File: src/design/pswd_pkg.sv
// Constants and carrier types for the program-space data window.
// Assumes a single core clock domain and a synchronous active-high reset.
//
// What this block does
// - Top 32K data maps onto any 32K-word page
// - Redirect only when address MSB and enable set
// - Page register is 8 bits, 256 pages
// - Program address is page over low 15 bits
// - Low 15 data bits map one-to-one
// - Windowed read adds one cycle
// - Return low 16 bits, drop upper byte
// - Window suspended during table read or write
// - Outside repeat: moves +1, others +2 cycles
// - Repeat first, last, interrupt exit, re-entry: +2
// - Other repeat iterations: no extra cycles
package pswd_pkg;

   // ----------------------------------------------------------------
   // Register map and fields
   // ----------------------------------------------------------------
   localparam logic [11:0] PAGE_OFS     = 12'h000;
   localparam logic [11:0] CTRL_OFS     = 12'h004;
   localparam logic [11:0] STAT_OFS     = 12'h008;
   localparam int          WIN_EN_BIT   = 2;
   localparam int          BUSY_BIT     = 0;
   localparam int          CNT_LSB      = 16;
   localparam logic [7:0]  PAGE_RST     = 8'h00;
   localparam logic [31:0] CTRL_RST     = 32'h0000_0000;
   localparam logic [31:0] RDATA_ZERO   = 32'h0000_0000;

   // ----------------------------------------------------------------
   // Address and data geometry
   // ----------------------------------------------------------------
   localparam int          PAGE_W       = 8;
   localparam int          LOW_W        = 15;
   localparam int          ADDR_MSB     = 15;
   localparam int          PM_ADDR_W    = PAGE_W + LOW_W;
   localparam int          PM_WORD_W    = 24;
   localparam int          DATA_W       = 16;

   // ----------------------------------------------------------------
   // Extra-cycle costs
   // ----------------------------------------------------------------
   localparam logic [1:0]  EXTRA_NONE   = 2'h0;
   localparam logic [1:0]  EXTRA_ONE    = 2'h1;
   localparam logic [1:0]  EXTRA_TWO    = 2'h2;

   typedef enum logic [1:0] {
      KIND_WORD  = 2'h0,
      KIND_DWORD = 2'h1,
      KIND_OTHER = 2'h2
   } pswd_kind_type;

   typedef enum logic [5:0] {
      ST_IDLE   = 6'h01,
      ST_DREAD  = 6'h02,
      ST_DCAP   = 6'h04,
      ST_PFET1  = 6'h08,
      ST_PFET2  = 6'h10,
      ST_PCAP   = 6'h20
   } pswd_state_type;

   typedef struct packed {
      logic [DATA_W-1:0] addr;
      pswd_kind_type     kind;
      logic              inRepeat;
      logic              firstIter;
      logic              lastIter;
      logic              intExit;
      logic              reEntry;
   } pswd_req_type;

   typedef struct packed {
      logic [DATA_W-1:0] data;
      logic              fromProgram;
      logic [1:0]        extra;
   } pswd_rsp_type;

endpackage

File: src/design/pswd_cost.sv
// Extra-cycle cost of one data access through the window.
// Purely combinational; the caller registers the result.
`timescale 1ns/10ps
module pswd_cost
   import pswd_pkg::*;
(
   input  wire pswd_req_type req,
   input  wire logic         windowed,
   output logic [1:0]        extra
);

   // ----------------------------------------------------------------
   // Cost table
   // ----------------------------------------------------------------
   always_comb begin
      extra = EXTRA_NONE;
      if (windowed) begin
         if (req.inRepeat) begin
            // Only the loop boundaries pay; steady iterations run at full speed
            if (req.firstIter || req.lastIter || req.intExit || req.reEntry) begin
               extra = EXTRA_TWO;
            end else begin
               extra = EXTRA_NONE;
            end
         end else if (req.kind == KIND_WORD || req.kind == KIND_DWORD) begin
            extra = EXTRA_ONE;
         end else begin
            extra = EXTRA_TWO;
         end
      end
   end

endmodule // pswd_cost

File: src/design/pswd_window.sv
// Program-space data window: AHB-Lite register slave plus access router.
// Assumes program and data memory answer one cycle after their request.
//
// Design decisions made here: the register addresses and the AHB-Lite slave port.
`timescale 1ns/10ps
module pswd_window
   import pswd_pkg::*;
(
   input  wire logic                 core_clk,
   input  wire logic                 rst,
   input  wire logic                 hsel,
   input  wire logic [31:0]          haddr,
   input  wire logic [1:0]           htrans,
   input  wire logic                 hwrite,
   input  wire logic [2:0]           hsize,
   input  wire logic [31:0]          hwdata,
   input  wire logic                 hready,
   output logic                      hreadyout,
   output logic                      hresp,
   output logic [31:0]               hrdata,
   input  wire logic                 cpuValid,
   input  wire pswd_req_type         cpuReq,
   input  wire logic                 tableActive,
   output logic                      cpuReady,
   output logic                      rspValid,
   output pswd_rsp_type              rsp,
   output logic                      pmReq,
   output logic [PM_ADDR_W-1:0]      pmAddr,
   input  wire logic [PM_WORD_W-1:0] pmRdData,
   output logic                      dmReq,
   output logic [DATA_W-1:0]         dmAddr,
   input  wire logic [DATA_W-1:0]    dmRdData
);

   // ----------------------------------------------------------------
   // Register state
   // ----------------------------------------------------------------
   logic [PAGE_W-1:0]  page;
   logic [PAGE_W-1:0]  next_page;
   logic               winEnable;
   logic               next_winEnable;
   logic [15:0]        winCount;
   logic [15:0]        next_winCount;
   logic               wrPending;
   logic               next_wrPending;
   logic [11:0]        wrOfs;
   logic [11:0]        next_wrOfs;
   logic [31:0]        next_hrdata;

   // ----------------------------------------------------------------
   // Access state
   // ----------------------------------------------------------------
   pswd_state_type     state;
   pswd_state_type     next_state;
   pswd_rsp_type       next_rsp;
   logic               next_rspValid;
   logic               next_cpuReady;
   logic               next_pmReq;
   logic [PM_ADDR_W-1:0] next_pmAddr;
   logic               next_dmReq;
   logic [DATA_W-1:0]  next_dmAddr;
   logic [1:0]         heldExtra;
   logic [1:0]         next_heldExtra;
   logic [1:0]         costExtra;
   logic               accept;
   logic               windowed;
   logic               addrPhase;

   function automatic logic hits_window(input logic en, input logic [DATA_W-1:0] a,
                                        input logic tbl);
      hits_window = en && a[ADDR_MSB] && !tbl;
   endfunction

   assign accept    = cpuValid && cpuReady;
   // Table instructions own the program bus, so the window yields to them
   assign windowed  = hits_window(winEnable, cpuReq.addr, tableActive);
   assign addrPhase = hsel && hready && htrans[1];

   pswd_cost u_cost (
      .req      (cpuReq),
      .windowed (windowed),
      .extra    (costExtra)
   );

   // ----------------------------------------------------------------
   // Bus slave: zero wait states, always OKAY
   // ----------------------------------------------------------------
   always_comb begin
      next_page      = page;
      next_winEnable = winEnable;
      next_winCount  = winCount;
      next_wrPending = 1'b0;
      next_wrOfs     = wrOfs;
      next_hrdata    = RDATA_ZERO;
      if (wrPending) begin
         if (wrOfs == PAGE_OFS) begin
            next_page = hwdata[PAGE_W-1:0];
         end
         if (wrOfs == CTRL_OFS) begin
            next_winEnable = hwdata[WIN_EN_BIT];
         end
      end
      if (addrPhase && hwrite) begin
         next_wrPending = 1'b1;
         next_wrOfs     = haddr[11:0];
      end else if (addrPhase) begin
         // Unmapped offsets read as zero
         case (haddr[11:0])
            PAGE_OFS: next_hrdata[PAGE_W-1:0]  = page;
            CTRL_OFS: next_hrdata[WIN_EN_BIT] = winEnable;
            STAT_OFS: begin
               next_hrdata[BUSY_BIT]          = (state != ST_IDLE);
               next_hrdata[CNT_LSB +: 16]     = winCount;
            end
            default:  next_hrdata = RDATA_ZERO;
         endcase
      end
      if (accept && windowed) begin
         next_winCount = winCount + 16'h0001;
      end
   end

   always_ff @(posedge core_clk) begin
      if (rst) begin
         page      <= PAGE_RST;
         winEnable <= CTRL_RST[WIN_EN_BIT];
         winCount  <= 16'h0000;
         wrPending <= 1'b0;
         wrOfs     <= 12'h000;
         hrdata    <= RDATA_ZERO;
         hreadyout <= 1'b1;
         hresp     <= 1'b0;
      end else begin
         page      <= next_page;
         winEnable <= next_winEnable;
         winCount  <= next_winCount;
         wrPending <= next_wrPending;
         wrOfs     <= next_wrOfs;
         hrdata    <= next_hrdata;
         hreadyout <= 1'b1;
         hresp     <= 1'b0;
      end
   end

   // ----------------------------------------------------------------
   // Access router
   // ----------------------------------------------------------------
   always_comb begin
      next_state     = state;
      next_rsp       = rsp;
      next_rspValid  = 1'b0;
      next_pmReq     = 1'b0;
      next_pmAddr    = pmAddr;
      next_dmReq     = 1'b0;
      next_dmAddr    = dmAddr;
      next_heldExtra = heldExtra;
      case (state)
         ST_IDLE: begin
            if (accept) begin
               next_heldExtra = costExtra;
               if (windowed) begin
                  // Page supplies the top bits; any page of 256 reachable
                  next_pmAddr = {page, cpuReq.addr[LOW_W-1:0]};
                  next_pmReq  = 1'b1;
                  next_state  = ST_PFET1;
               end else begin
                  next_dmAddr = cpuReq.addr;
                  next_dmReq  = 1'b1;
                  next_state  = ST_DREAD;
               end
            end
         end
         ST_DREAD: next_state = ST_DCAP;
         ST_DCAP: begin
            next_rsp      = '{data: dmRdData, fromProgram: 1'b0, extra: heldExtra};
            next_rspValid = 1'b1;
            next_state    = ST_IDLE;
         end
         // Second fetch of the same word costs the extra cycle
         ST_PFET1: begin
            next_pmReq = 1'b1;
            next_state = ST_PFET2;
         end
         ST_PFET2: next_state = ST_PCAP;
         ST_PCAP: begin
            next_rsp      = '{data: pmRdData[DATA_W-1:0], fromProgram: 1'b1,
                              extra: heldExtra};
            next_rspValid = 1'b1;
            next_state    = ST_IDLE;
         end
         default: next_state = ST_IDLE;
      endcase
      next_cpuReady = (next_state == ST_IDLE);
   end

   always_ff @(posedge core_clk) begin
      if (rst) begin
         state     <= ST_IDLE;
         rsp       <= '0;
         rspValid  <= 1'b0;
         cpuReady  <= 1'b1;
         pmReq     <= 1'b0;
         pmAddr    <= '0;
         dmReq     <= 1'b0;
         dmAddr    <= '0;
         heldExtra <= EXTRA_NONE;
      end else begin
         state     <= next_state;
         rsp       <= next_rsp;
         rspValid  <= next_rspValid;
         cpuReady  <= next_cpuReady;
         pmReq     <= next_pmReq;
         pmAddr    <= next_pmAddr;
         dmReq     <= next_dmReq;
         dmAddr    <= next_dmAddr;
         heldExtra <= next_heldExtra;
      end
   end
endmodule // pswd_window

File: config.mk
export PLATFORM = sky130hd
export DESIGN_NAME = pswd_window
export DESIGN_NICKNAME = d
export VERILOG_FILES = /design/src/design/pswd_pkg.sv /design/src/design/pswd_cost.sv /design/src/design/pswd_window.sv
export SDC_FILE = /design/constraint.sdc
export NUM_CORES = 1
export LEC_CHECK = 0
export BUFFER_PORTS_ARGS = -buffer_cell sky130_fd_sc_hd__clkbuf_2
export CAP_MARGIN = 20
export CORE_UTILIZATION = 43
export CTS_BUF_LIST = sky130_fd_sc_hd__clkbuf_4 sky130_fd_sc_hd__clkbuf_8
export DETAILED_ROUTE_END_ITERATION = 10
export GPL_ROUTABILITY_DRIVEN = 0
export PLACE_DENSITY = 0.83
export SETUP_SLACK_MARGIN = 0.2
export SLEW_MARGIN = 25
export SYNTH_ARGS = -nofsm -noshare
export SYNTH_HDL_FRONTEND = slang
export SYNTH_SLANG_ARGS = --single-unit
File: constraint.sdc
create_clock -name core_clk -period 1.7 [get_ports core_clk]
set_input_delay 0.34 -clock core_clk [delete_from_list [all_inputs] [get_ports core_clk]]
set_output_delay 0.34 -clock core_clk [all_outputs]
set_load 0.05 [all_outputs]
---- Word-level counts from Yosys, hierarchy flattened ----
Index checks and enable logic that the tools add are counted.
word-level totals
  input bits .............................. 139
  bits in registers ....................... 140
  output and inout port bits .............. 96
cells by class
  eq/ne operators ......................... 12
  bitwise operators ....................... 6
  muxes and demuxes ....................... 16
  add/sub/neg operators ................... 1
  reduce and logical (&&, ||, !) cells .... 27
operators by type and width
  kind                     count
  $pmux W19 S2             1
  $eq A12 B3 Y1 const B    2
  $logic_not A12 Y1        2
  $pmux W6 S4              1
  $add A16 B1 Y16 const B  1
  $eq A12 B4 Y1 const B    1
  $eq A6 B1 Y1 const B     2
  $mux W2                  4
  $reduce_or A4 Y1         2
  $logic_and A1 B1 Y1      7
  $eq A6 B2 Y1 const B     1
  $eq A6 B3 Y1 const B     1
  $eq A6 B4 Y1 const B     1
  $eq A6 B5 Y1 const B     1
  $eq A6 B6 Y1 const B     1
  $mux W6                  1
  $ne A6 B1 Y1 const B     1
  $not A1 Y1               6
  $pmux W1 S2              3
  $reduce_and A2 Y1        3
  $reduce_and A3 Y1        2
  $reduce_or A3 Y1         2
  $mux W1                  5
  $logic_or A1 B1 Y1       4
  6 further kinds          7

---- Logic depth before layout (Yosys ltp) ----
Gate-level depths: netlist (run 1).
  depth in word-level cells ............... 6
  gate-level depth with buffers ........... 7
  gate-level depth less buffers ........... 5

---- By module ----
From an unflattened synthesis (run 1), not the netlist that was laid out.
unflattened totals
  cell total of the unflattened synthesis .. 505
  area total of the unflattened synthesis .. 4941.0 um2
by module, submodules not included
  module       cells an instance  area each (um2)  instances  seq. area each (um2)
  pswd_window  501                4911.0           1          2642.5
  pswd_cost    4                  30.0             1          0.0

---- Least setup slack after synthesis (run 1) ----
No wires, ideal clock.
  path type ............................... register -> register
  start point ............................. reg cpuReady
  end point ............................... reg pmAddr[12]
  clock period less this slack ............ 1.955 ns
  arrival ................................. 1.813 ns
  required time ........................... 1.558 ns
  path slack .............................. -0.255 ns
  stages on the path, launching flop included .. 7
  path through ............................ dfxtp_1 nand4b_1 or3_1 buf_6 buf_12 nand2_2 a21oi_2
between the ends
  longest elaborated chain between the ends .. 2
ends and longest elaborated chain
  item                                line                RTL
  from (decl)                         pswd_window.sv:24   output logic cpuReady,
  from (signal assigned)              pswd_window.sv:211  cpuReady <= next_cpuReady;
  $logic_and A1 B1 Y1                 pswd_window.sv:74   assign accept = cpuValid && cpuReady;
  $reduce_and A3 Y1 (no source line)  -
  to (signal assigned)                pswd_window.sv:213  pmAddr <= next_pmAddr;
  to (decl)                           pswd_window.sv:28   output logic [PM_ADDR_W-1:0] pmAddr,
No other way between the ends.
A chain may end at the register's enable or synchronous reset.

---- Worst setup path in the final report (run 1) ----
  start point ............................. reg state[0]
  end point ............................... reg dmAddr[11]
between the ends
  longest elaborated chain between the ends .. 2
ends and longest elaborated chain
  item                                line                RTL
  from (decl)                         pswd_window.sv:53   pswd_state_type state;
  from (signal assigned)              pswd_window.sv:208  state <= next_state;
  $eq A6 B1 Y1                        pswd_window.sv:157  case (state)
  $reduce_and A3 Y1 (no source line)  -
  to (signal assigned)                pswd_window.sv:215  dmAddr <= next_dmAddr;
  to (decl)                           pswd_window.sv:31   output logic [DATA_W-1:0] dmAddr,
No other way between the ends.

==> results.txt, run 1 <==
Status: finished, violations left
Failing checks: negative setup slack
Synth cell types: 45
Root Buffer: clkbuf_8
Antenna violations before repair: 0
Seq. cell area: 0.002660 sq mm
Drt wl/cell: 14.22 um
Worst EP arrival: 2.10 ns
Max-slew violations: 0
Most frequent cell after synthesis: dfxtp_1
Vias: 4,624
Pleak: 3.136 nW
Clock Sink Count: 132
Area of the multi-input gates: 0.002447 sq mm
YS warnings: 0
Reg2reg start: state[0]$_SDFF_PP1_
Pre-Repair DR Iteration Count: 5
Die extent in x: 110.0 um
Post-Synth XOR/XNOR Area: 0.01398
Layout cell share with drive strength beyond 1: 0.4610
Slew @ Worst Pin: 0.6661 ns
Synth async-reset ratio: 0
PD cells: 980.8 mW/mm^2
Max IR drop VDD: 0.4831 mV
Final instance area: 0.007015 sq mm
CTS tree: done
Final Util: 0.6170
Initial Util: 0.4408
Reg-to-reg setup timing slack: -0.04 ns
I/O pin count: 235
R2R cell count: 7
Adder-Cell Fraction of Synth Area: 0.002496
Metal2 WL: 6.548 mm
Hold endpoint: heldExtra[0]$_SDFFE_PP0N_
Met3 WL: 587 um
Compound-Gate Fraction of Synth Area: 0.1316
Minimum clock period after layout: 1.737 ns
Hold_ws: 0.08893 ns
First-pass GRT wire length: 18.73 mm
Row count: 39
CP required: 2.06 ns
CP startpoint kind: flip-flop
Normalized max-slew margin: 0.5525
Port buffer count: 167
Area Growth Syn to Fin: 39.97%
Vias in the first global route: 4,070
Setup TNS: -0.2039 ns
Mux share of post-synthesis cell area: 0.01997
Max Clk Rate: 575.8 MHz
# hold bufs at CTS: 0
Post-synth EDFFs: 0
Die height: 110.0 um
Netlist Area Pre-Place: 0.005012 sq mm
H-tree depth: 4
Synth Area per Inst: 9.130 sq um
Vias per cell: 5.138
Clk buf depth: 2
Max-Cap Viols: 0
GR Util All Layers: 0.2014
Clock latency on the worst-skew pair: 0.43 ns
Final Routed Wirelength: 12.80 mm
Crit Path Max Fanout: 8
Diode count: 0
FF+latch count, synth: 132
CTS Buf Count: 17
Register area share after synthesis: 0.5272
Clock Skew: 0.007363 ns
Dpl cell area: 0.006215 sq mm
RSZ-0062 raised after global routing: yes
Core box area: 0.01137 sq mm
M1 WL: 5.397 mm
Crit path kind: flip-flop to flip-flop
Reg clk slew, reported paths: 0.08 ns
Top sig layer: met4
Final ANT Viol Nets: 0
# fillers: 978
Synth Area in Simple Gates: 0.2489
Synth Instances: 549
Fin nets: 884
Synth top area share: 0.5272
Detailed placement HPWL: 8.571 mm
CP Capture Type: flip-flop
Main flop type after synthesis: dfxtp_1
FF-to-FF End: dmAddr[11]$_SDFFE_PP0P_
Setup WS pre-CTS: -0.06723 ns
Final period utilization: 1.022
DR iter-0 viols: 185
Commonest cells in the netlist: 132 x dfxtp_1, 107 x nand2_1, 42 x a21oi_1, 39 x nor2_1, 26 x clkbuf_1
Largest net degree at the start of global routing: 42
Die area: 0.01209 sq mm
# setup viols final: 11
Hold Vio Cnt, Final: 0
Residual DRC count: 0
Min-Delay Startpoint: cpuReq[6]
Largest family of logic cells by synthesized area: simple AND/OR/NAND/NOR gates
Total gr overflow: 0
HP Class: input port to flip-flop
Leading area contributor after synthesis: dfxtp_1
Hold path depth: 2
Final worst slack: -0.03669 ns
Top cells by area, synth: dfxtp_1 53%, nand2_1 8.0%, a21oi_1 4.2%
-- kinds of logic after synthesis --
family,Yosys count
and+or+nand+nor,249
DFF,132
AOI/OAI and AO/OA,99
buffers and inverters,48
muxes,10
xor gates and xnor gates,8
other,2
adders and majority gates,1
-- how the worst max path moves through the flow --
stage / slack [ns] / cells after the start / end / from
after floorplan: -0.06 / 6 / pmAddr[12]$_SDFFE_PP0P_ / state[5]$_SDFF_PP0_
after global placement: -0.06 / 6 / hrdata[0]$_SDFF_PP0_ / haddr[4]
after detailed placement: -0.07 / 6 / hrdata[0]$_SDFF_PP0_ / haddr[4]
after CTS: -0.02 / 6 / heldExtra[0]$_SDFFE_PP0N_ / state[5]$_SDFF_PP0_
after global routing: -0.1 / 7 / dmAddr[11]$_SDFFE_PP0P_ / state[0]$_SDFF_PP1_
final: -0.04 / 7 / dmAddr[11]$_SDFFE_PP0P_ / state[0]$_SDFF_PP1_
-- critical path, cell delays in order (launching register included) --
cell	delay (ns)
dfxtp_1	0.45
nand4b_1	0.21
buf_4	0.19
buf_4	0.13
nor3_4	0.28
clkbuf_16	0.23
nand2_2	0.06
a21oi_1	0.11
-- registers in the layout, indices dropped and copies added, names as in the netlist, 2 cells and up --
signal / cells
state: 6
heldExtra: 2
winCount: 16
rsp: 19
hrdata: 24
wrOfs: 12
page: 8
dmAddr: 16
pmAddr: 23
-- through the flow --
step / total power [mW] / cells
floorplan: 3.796 / 557
global placement: 4.042 / 858
detailed placement: 4.056 / 858
CTS: 6.819 / 896
global route: 7.147 / 900
finish: 6.881 / 900
-- metal layers --
metal	global-route usage	vias to the layer above
li1	-	2288
met1	0.2383	2174
met2	0.3482	138
met3	0.04564	24
met4	0.08571	0
met5	0	-
-- cells in the final DEF, fill, tap and decap left out, types with 5 or more instances in the layout --
cell,instances
buf_2,10
a21oi_2,25
a311oi_1,16
dfxtp_2,8
or3_1,6
o21ai_0,11
and3_1,23
nand2_4,19
mux2i_1,10
clkbuf_2,155
a22o_1,12
nand4_1,5
clkbuf_8,18
a21oi_1,27
buf_4,36
nand2_2,22
buf_12,6
nand3_1,9
nor2_1,36
conb_1,10
nand2_1,78
dfxtp_1,122
-- cell type report --
type	count	area share
Sequential cell	132	0.3792
Multi-Input combinational cell	377	0.3488
Timing Repair Buffer	213	0.1844
Clock buffer	18	0.03531
Tap cell	143	0.02550
Clock inverter	14	0.02515
Inverter	3	0.001605
-- where the power goes --
part / leakage, nW / internal (mW) / switching [mW]
logic: 1.85 / 0.311 / 0.582
registers: 1.07 / 3.16 / 0.0502
clock network: 0.211 / 1.51 / 1.27
-- timing repair --
| action | 4_1_cts | 5_1_grt |
|---|---|---|
| pin swaps | 8 | 38 |
| cloned | 0 | 1 |
| gates resized for setup | 16 | 77 |
| endpoints found under the setup margin | 74 | 90 |
| setup buffers | 6 | 3 |
Power figures use the tool's default switching activity.
==> run 2: changes to the inputs <==
--- a/config.mk
+++ b/config.mk
@@ -5,13 +5,13 @@
 export SDC_FILE = /design/constraint.sdc
 export NUM_CORES = 1
 export LEC_CHECK = 0
-export BUFFER_PORTS_ARGS = -buffer_cell sky130_fd_sc_hd__clkbuf_2
 export CAP_MARGIN = 20
-export CORE_UTILIZATION = 43
+export CORE_UTILIZATION = 57
 export CTS_BUF_LIST = sky130_fd_sc_hd__clkbuf_4 sky130_fd_sc_hd__clkbuf_8
 export DETAILED_ROUTE_END_ITERATION = 10
+export DONT_BUFFER_PORTS = 1
 export GPL_ROUTABILITY_DRIVEN = 0
-export PLACE_DENSITY = 0.83
+export PLACE_DENSITY = 0.8
 export SETUP_SLACK_MARGIN = 0.2
 export SLEW_MARGIN = 25
 export SYNTH_ARGS = -nofsm -noshare
==> constraint.sdc (replaced) <==
create_clock -name core_clk -period 1.7 [get_ports core_clk]
set_input_delay 0.17 -clock core_clk [delete_from_list [all_inputs] [get_ports core_clk]]
set_output_delay 0.17 -clock core_clk [all_outputs]
set_load 0.05 [all_outputs]
==> run 2 against run 1 <==
Net effect: clock skew grew 0.0049 ns; combinational power shrank 41%; via count shrank 11%; sequential cell count is the same; sequential power grew 5%; final cell count shrank 20%; critical path depth shrank 1; sequential share of layout area grew 4.5 points; register-to-register slack is essentially flat; cell area shrank 11%; critical path type unchanged; total power shrank 7.2%; the flow finishes with violations (negative hold slack, negative setup slack); worst setup slack lost 0.0036 ns.
==> results.txt, run 2 (same netlist as run 1, synthesis figures left out) <==
Layout cell share with drive strength beyond 1: 0.3039 (was 0.4610)
Final period utilization: 1.024 (was 1.022)
Worst EP arrival: 2.09 ns (was 2.10 ns)
PD cells: 1018 mW/mm^2 (was 980.8 mW/mm^2)
Vias in the first global route: 3,820 (was 4,070)
Vias per cell: 5.755 (was 5.138)
Max Clk Rate: 574.6 MHz (was 575.8 MHz)
Max IR drop VDD: 1.073 mV (was 0.4831 mV)
HP Class: input port to flip-flop (unchanged)
Reg clk slew, reported paths: 0.07 ns (was 0.08 ns)
CTS Buf Count: 17 (unchanged)
Initial Util: 0.5980 (was 0.4408)
CP Capture Type: flip-flop (unchanged)
RSZ-0062 raised after global routing: yes (unchanged)
# setup viols final: 20 (was 11)
Antenna violations before repair: 0 (unchanged)
Clk buf depth: 2 (unchanged)
# hold bufs at CTS: 14 (was 0)
Final Util: 0.7480 (was 0.6170)
Failing checks: negative hold slack, negative setup slack (was negative setup slack)
Crit path kind: flip-flop to flip-flop (unchanged)
Vias: 4,126 (was 4,624)
Normalized max-slew margin: 0.5938 (was 0.5525)
Die extent in x: 95.78 um (was 110.0 um)
Final Routed Wirelength: 12.34 mm (was 12.80 mm)
Core box area: 0.008382 sq mm (was 0.01137 sq mm)
Die height: 95.78 um (was 110.0 um)
H-tree depth: 4 (unchanged)
Clock Skew: 0.01224 ns (was 0.007363 ns)
DR iter-0 viols: 151 (was 185)
Status: finished, violations left (unchanged)
Crit Path Max Fanout: 5 (was 8)
Pre-Repair DR Iteration Count: 5 (unchanged)
Final ANT Viol Nets: 0 (unchanged)
Area Growth Syn to Fin: 25.09% (was 39.97%)
Pleak: 2.384 nW (was 3.136 nW)
Reg-to-reg setup timing slack: -0.04 ns (about the same)
Minimum clock period after layout: 1.740 ns (was 1.737 ns)
Max-Cap Viols: 0 (unchanged)
Total gr overflow: 0 (unchanged)
Largest regs: hrdata (24), pmAddr (23), rsp (19) (unchanged)
Row count: 33 (was 39)
Hold Vio Cnt, Final: 87 (was 0)
Residual DRC count: 0 (unchanged)
Largest net degree at the start of global routing: 92 (was 42)
Fin nets: 740 (was 884)
Clock Sink Count: 132 (unchanged)
Top reg by flops: hrdata (unchanged)
# fillers: 568 (was 978)
Drt wl/cell: 17.21 um (was 14.22 um)
CP startpoint kind: flip-flop (unchanged)
CP required: 2.05 ns (was 2.06 ns)
Hold_ws: -0.1766 ns (was 0.08893 ns)
Most common cell after layout, fill and taps aside: dfxtp_1 (was clkbuf_2)
Diode count: 0 (unchanged)
Slew @ Worst Pin: 0.6085 ns (was 0.6661 ns)
First-pass GRT wire length: 17.33 mm (was 18.73 mm)
Max-slew violations: 0 (unchanged)
Detailed placement HPWL: 7.533 mm (was 8.571 mm)
Die area: 0.009173 sq mm (was 0.01209 sq mm)
Final worst slack: -0.04025 ns (was -0.03669 ns)
I/O pin count: 235 (unchanged)
CTS tree: done (unchanged)
Port buffer count: 0 (was 167)
Root Buffer: clkbuf_8 (unchanged)
Clock latency on the worst-skew pair: 0.42 ns (was 0.43 ns)
Setup TNS: -0.4448 ns (was -0.2039 ns)
Most frequent cells in the layout: 123 x dfxtp_1, 84 x nand2_1, 43 x buf_4 (was 155 x clkbuf_2, 122 x dfxtp_1, 78 x nand2_1)
Max reg flops: 24 (unchanged)
GR Util All Layers: 0.2468 (was 0.2014)
==> run 2: cell types whose count changed in the layout (fill, tap and decap cells not counted), sizes merged <==
| cell | change |
|---|---|
| bufinv | -1 |
| inv | -3 |
| clkinv | +2 |
| dlygate4sd3 | +14 |
| clkinvlp | +1 |
| buf | -1 |
| clkbuf | -157 |
==> run 2: report_power, final <==
group          internal [mW]  switching, mW
sequential              3.16          0.215
combinational          0.211          0.311
clock                   1.31           1.18
==> run 2: cell type report <==
cell class,instances,area (sq um),area share
Clock inverter,13,137.6,0.02195
Inverter,3,11.26,0.001796
Sequential cell,132,2659,0.4241
Clock buffer,18,241.5,0.03852
Multi-Input combinational cell,377,2439,0.3889
Timing Repair Buffer,69,650.6,0.1038
Tap cell,105,131.4,0.02095
==> run 2: routing by layer <==
layer  wire, um  vias up  global-route usage
met5          0        -                   0
met4        217        0             0.07090
met3        830       22             0.08215
met2       6300      168              0.4470
met1       4991     1944              0.2741
li1           -     1992                   -
==> run 2: path summary, 6_finish.rpt <==
path,startpoint,end,depth (start not counted)
setup / recovery,state[4]$_SDFF_PP0_,dmAddr[11]$_SDFFE_PP0P_,6
hold / removal,rst,pmAddr[20]$_SDFFE_PP0P_,1
setup reg to reg,state[4]$_SDFF_PP0_,dmAddr[11]$_SDFFE_PP0P_,6
hold reg to reg,heldExtra[0]$_SDFFE_PP0N_,heldExtra[0]$_SDFFE_PP0N_,2
==> run 2: repair_timing <==
| action | in CTS | in global routing |
|---|---|---|
| setup buffers | 3 | 2 |
| endpoints found under the hold margin | 105 | 91 |
| setup endpoints to repair | 64 | 80 |
| pin swaps | 10 | 30 |
| resized for setup | 21 | 60 |
| gates cloned | 1 | 0 |
==> run 2: metrics by stage <==
step / instances / setup WS, ns / instance area, sq um / power (mW)
6_report: 717 / -0.04025 / 6270 / 6.386
5_1_grt: 717 / -0.08141 / 6270 / 6.603
4_1_cts: 715 / 0.003231 / 6023 / 6.358
3_5_place_dp: 666 / -0.03095 / 5408 / 3.856
3_3_place_gp: 666 / 0.03199 / 5408 / 3.842
2_1_floorplan: 557 / -0.06456 / 5114 / 3.795
==> run 2: critical path, cell delays in order (launching register included) <==
cell,delay (ns)
dfxtp_2,0.32
or4_4,0.55
buf_6,0.14
nor3_4,0.31
buf_6,0.19
nand2_2,0.05
a21oi_2,0.11
==> run 3: changes to the inputs <==
==> constraint.sdc (replaced) <==
create_clock -name core_clk -period 1.7 [get_ports core_clk]
set_input_delay 0.255 -clock core_clk [delete_from_list [all_inputs] [get_ports core_clk]]
set_output_delay 0.255 -clock core_clk [all_outputs]
set_load 0.05 [all_outputs]
==> run 3 against run 2 <==
Net effect: the flow still finishes with violations (negative hold slack, negative setup slack); worst setup slack got worse by 0.045 ns; utilization increased by 2.4 points; first-iteration DRC count increased by 9.3%; cell area increased by 3.2%; largest power group unchanged.
==> results.txt, run 3 (same netlist as run 1, synthesis figures left out) <==
Detailed placement HPWL: 7.652 mm (was 7.533 mm)
H-tree depth: 4 (unchanged)
Most frequent cells in the layout: 116 x dfxtp_1, 72 x nand2_1, 38 x buf_4 (was 123 x dfxtp_1, 84 x nand2_1, 43 x buf_4)
Finished Layout Cells: 720 (was 717)
Reg-to-reg setup timing slack: -0.09 ns (was -0.04 ns)
Area of the multi-input gates: 0.002496 sq mm (was 0.002439 sq mm)
Clk network pwr share: 0.415 (was 0.390)
Pleak: 2.483 nW (was 2.384 nW)
FF-to-FF End: pmAddr[5]$_SDFFE_PP0P_ (was dmAddr[11]$_SDFFE_PP0P_)
CP Capture Type: flip-flop (unchanged)
Antenna violations before repair: 0 (unchanged)
Hold endpoint: winCount[13]$_SDFFE_PP0N_ (was pmAddr[20]$_SDFFE_PP0P_)
PD cells: 1038 mW/mm^2 (was 1018 mW/mm^2)
Die extent in x: 95.78 um (unchanged)
Min-Delay Startpoint: rst (unchanged)
Status: finished, violations left (unchanged)
Sw Pwr: 1.747 mW (was 1.709 mW)
GR Util All Layers: 0.2588 (was 0.2468)
Port buffer count: 0 (unchanged)
Clock latency on the worst-skew pair: 0.43 ns (was 0.42 ns)
Hold_ws: -0.1021 ns (was -0.1766 ns)
Fin nets: 743 (was 740)
Max Clk Rate: 560.2 MHz (was 574.6 MHz)
Diode count: 0 (unchanged)
Crit path kind: flip-flop to flip-flop (unchanged)
Failing checks: negative hold slack, negative setup slack (unchanged)
Row count: 33 (unchanged)
Die height: 95.78 um (unchanged)
Drt wl/cell: 18.63 um (was 17.21 um)
Setup TNS: -1.226 ns (was -0.4448 ns)
Minimum clock period after layout: 1.785 ns (was 1.740 ns)
Comb pwr share: 0.082 (about the same)
Max-Cap Viols: 0 (unchanged)
HP Class: input port to flip-flop (unchanged)
Largest regs: hrdata (24), pmAddr (23), rsp (19) (unchanged)
Max reg flops: 24 (unchanged)
Final ANT Viol Nets: 0 (unchanged)
# hold bufs at CTS: 14 (unchanged)
RSZ-0062 raised after global routing: yes (unchanged)
Seq. cell area: 0.002673 sq mm (was 0.002659 sq mm)
First-pass GRT wire length: 18.22 mm (was 17.33 mm)
Reg clk slew, reported paths: 0.08 ns (was 0.07 ns)
Sw Ratio: 0.2601 (was 0.2676)
Final worst slack: -0.08510 ns (was -0.04025 ns)
P_int: 4.970 mW (was 4.677 mW)
Slew @ Worst Pin: 0.6097 ns (was 0.6085 ns)
Initial Util: 0.5980 (unchanged)
Area Growth Syn to Fin: 29.06% (was 25.09%)
Clock Sink Count: 132 (unchanged)
Worst EP arrival: 2.15 ns (was 2.09 ns)
Normalized max-slew margin: 0.5930 (was 0.5938)
Root Buffer: clkbuf_8 (unchanged)
Final instance area: 0.006469 sq mm (was 0.006270 sq mm)
I/O pin count: 235 (unchanged)
# setup viols final: 25 (was 20)
Clock Skew: 0.009807 ns (was 0.01224 ns)
Final Routed Wirelength: 13.42 mm (was 12.34 mm)
CP required: 2.06 ns (was 2.05 ns)
CP startpoint kind: flip-flop (unchanged)
Top reg by flops: hrdata (unchanged)
Pre-Repair DR Iteration Count: 6 (was 5)
Tot Pwr: 6.717 mW (was 6.386 mW)
Clk buf depth: 2 (unchanged)
Hold path depth: 1 (unchanged)
Largest net degree at the start of global routing: 92 (unchanged)
Total gr overflow: 0 (unchanged)
Max IR drop VDD: 0.6151 mV (was 1.073 mV)
Hold Vio Cnt, Final: 87 (unchanged)
Core box area: 0.008382 sq mm (unchanged)
Die area: 0.009173 sq mm (unchanged)
Most common cell after layout, fill and taps aside: dfxtp_1 (unchanged)
Max-slew violations: 0 (unchanged)
CTS tree: done (unchanged)
Residual DRC count: 0 (unchanged)
CTS Buf Count: 17 (unchanged)
Part of the power in registers: 0.503 (was 0.529)
Layout cell share with drive strength beyond 1: 0.3496 (was 0.3039)
R2R cell count: 7 (was 6)
Dpl cell area: 0.005350 sq mm (was 0.005408 sq mm)
Placed Cells: 657 (was 666)
DR iter-0 viols: 165 (was 151)
# fillers: 548 (was 568)
Reg2reg start: state[2]$_SDFF_PP0_ (was state[4]$_SDFF_PP0_)
Crit Path Max Fanout: 6 (was 5)
Vias in the first global route: 4,035 (was 3,820)
Final period utilization: 1.050 (was 1.024)
Vias: 4,255 (was 4,126)
Vias per cell: 5.910 (was 5.755)
run 3: metal layers:
metal / GRT usage / vias up / share of wire
li1: - / 1992 / -
met1: 0.2892 / 2060 / 0.40
met2: 0.4601 / 188 / 0.52
met3: 0.08057 / 15 / 0.066
met4: 0.09701 / 0 / 0.0099
met5: 0 / - / 0
run 3: cell type report:
type,instances,area share
flip-flops and latches,132,0.4132
multi-input cells,377,0.3859
repair buffers,72,0.1132
clock buffers,20,0.04255
clock inverters,11,0.02321
well taps,105,0.02031
inverters,3,0.001741
run 3: what timing repair did:
| action | 4_1_cts | 5_1_grt |
|---|---|---|
| cloned | 0 | 6 |
| gates resized for setup | 25 | 86 |
| hold endpoints to repair | 102 | 88 |
| setup endpoints to repair | 69 | 77 |
| setup buffers | 1 | 11 |
| pin swaps | 4 | 43 |
run 3: worst max path at each step:
stage	start	end	slack, ns	cells past startpoint
after floorplan	state[5]$_SDFF_PP0_	pmAddr[12]$_SDFFE_PP0P_	-0.06	6
after global placement	state[5]$_SDFF_PP0_	pmAddr[10]$_SDFFE_PP0P_	0.03	5
after detailed placement	state[5]$_SDFF_PP0_	dmAddr[0]$_SDFFE_PP0P_	-0.03	6
after CTS	state[5]$_SDFF_PP0_	pmAddr[1]$_SDFFE_PP0P_	0.0008	6
after global routing	state[2]$_SDFF_PP0_	pmAddr[5]$_SDFFE_PP0P_	-0.13	7
final	state[2]$_SDFF_PP0_	pmAddr[5]$_SDFFE_PP0P_	-0.09	7
run 3: stage by stage:
step                      utilization  setup slack, ns
after CTS                      0.7159        0.0007572
after global placement         0.6383          0.02907
after detailed placement       0.6383         -0.03049
after global routing           0.7718          -0.1348
after floorplan                     -         -0.06456
final                          0.7718         -0.08510
run 3: power by group through the flow:
stage	Sequential (mW)	Combinational (mW)	Clock [mW]
after floorplan	3.45	0.342	0
after global placement	3.45	0.412	0
after detailed placement	3.45	0.424	0
after CTS	3.38	0.468	2.82
after global routing	3.39	0.589	2.96
final	3.38	0.549	2.79
run 3: worst max-delay path, cell delays in order, from the launching register on:
cell and delay (ns):
dfxtp_2 0.32, or4_4 0.56, buf_6 0.14, nor3_4 0.18
buf_6 0.17, clkbuf_16 0.16, nand2_2 0.06, a21oi_2 0.12
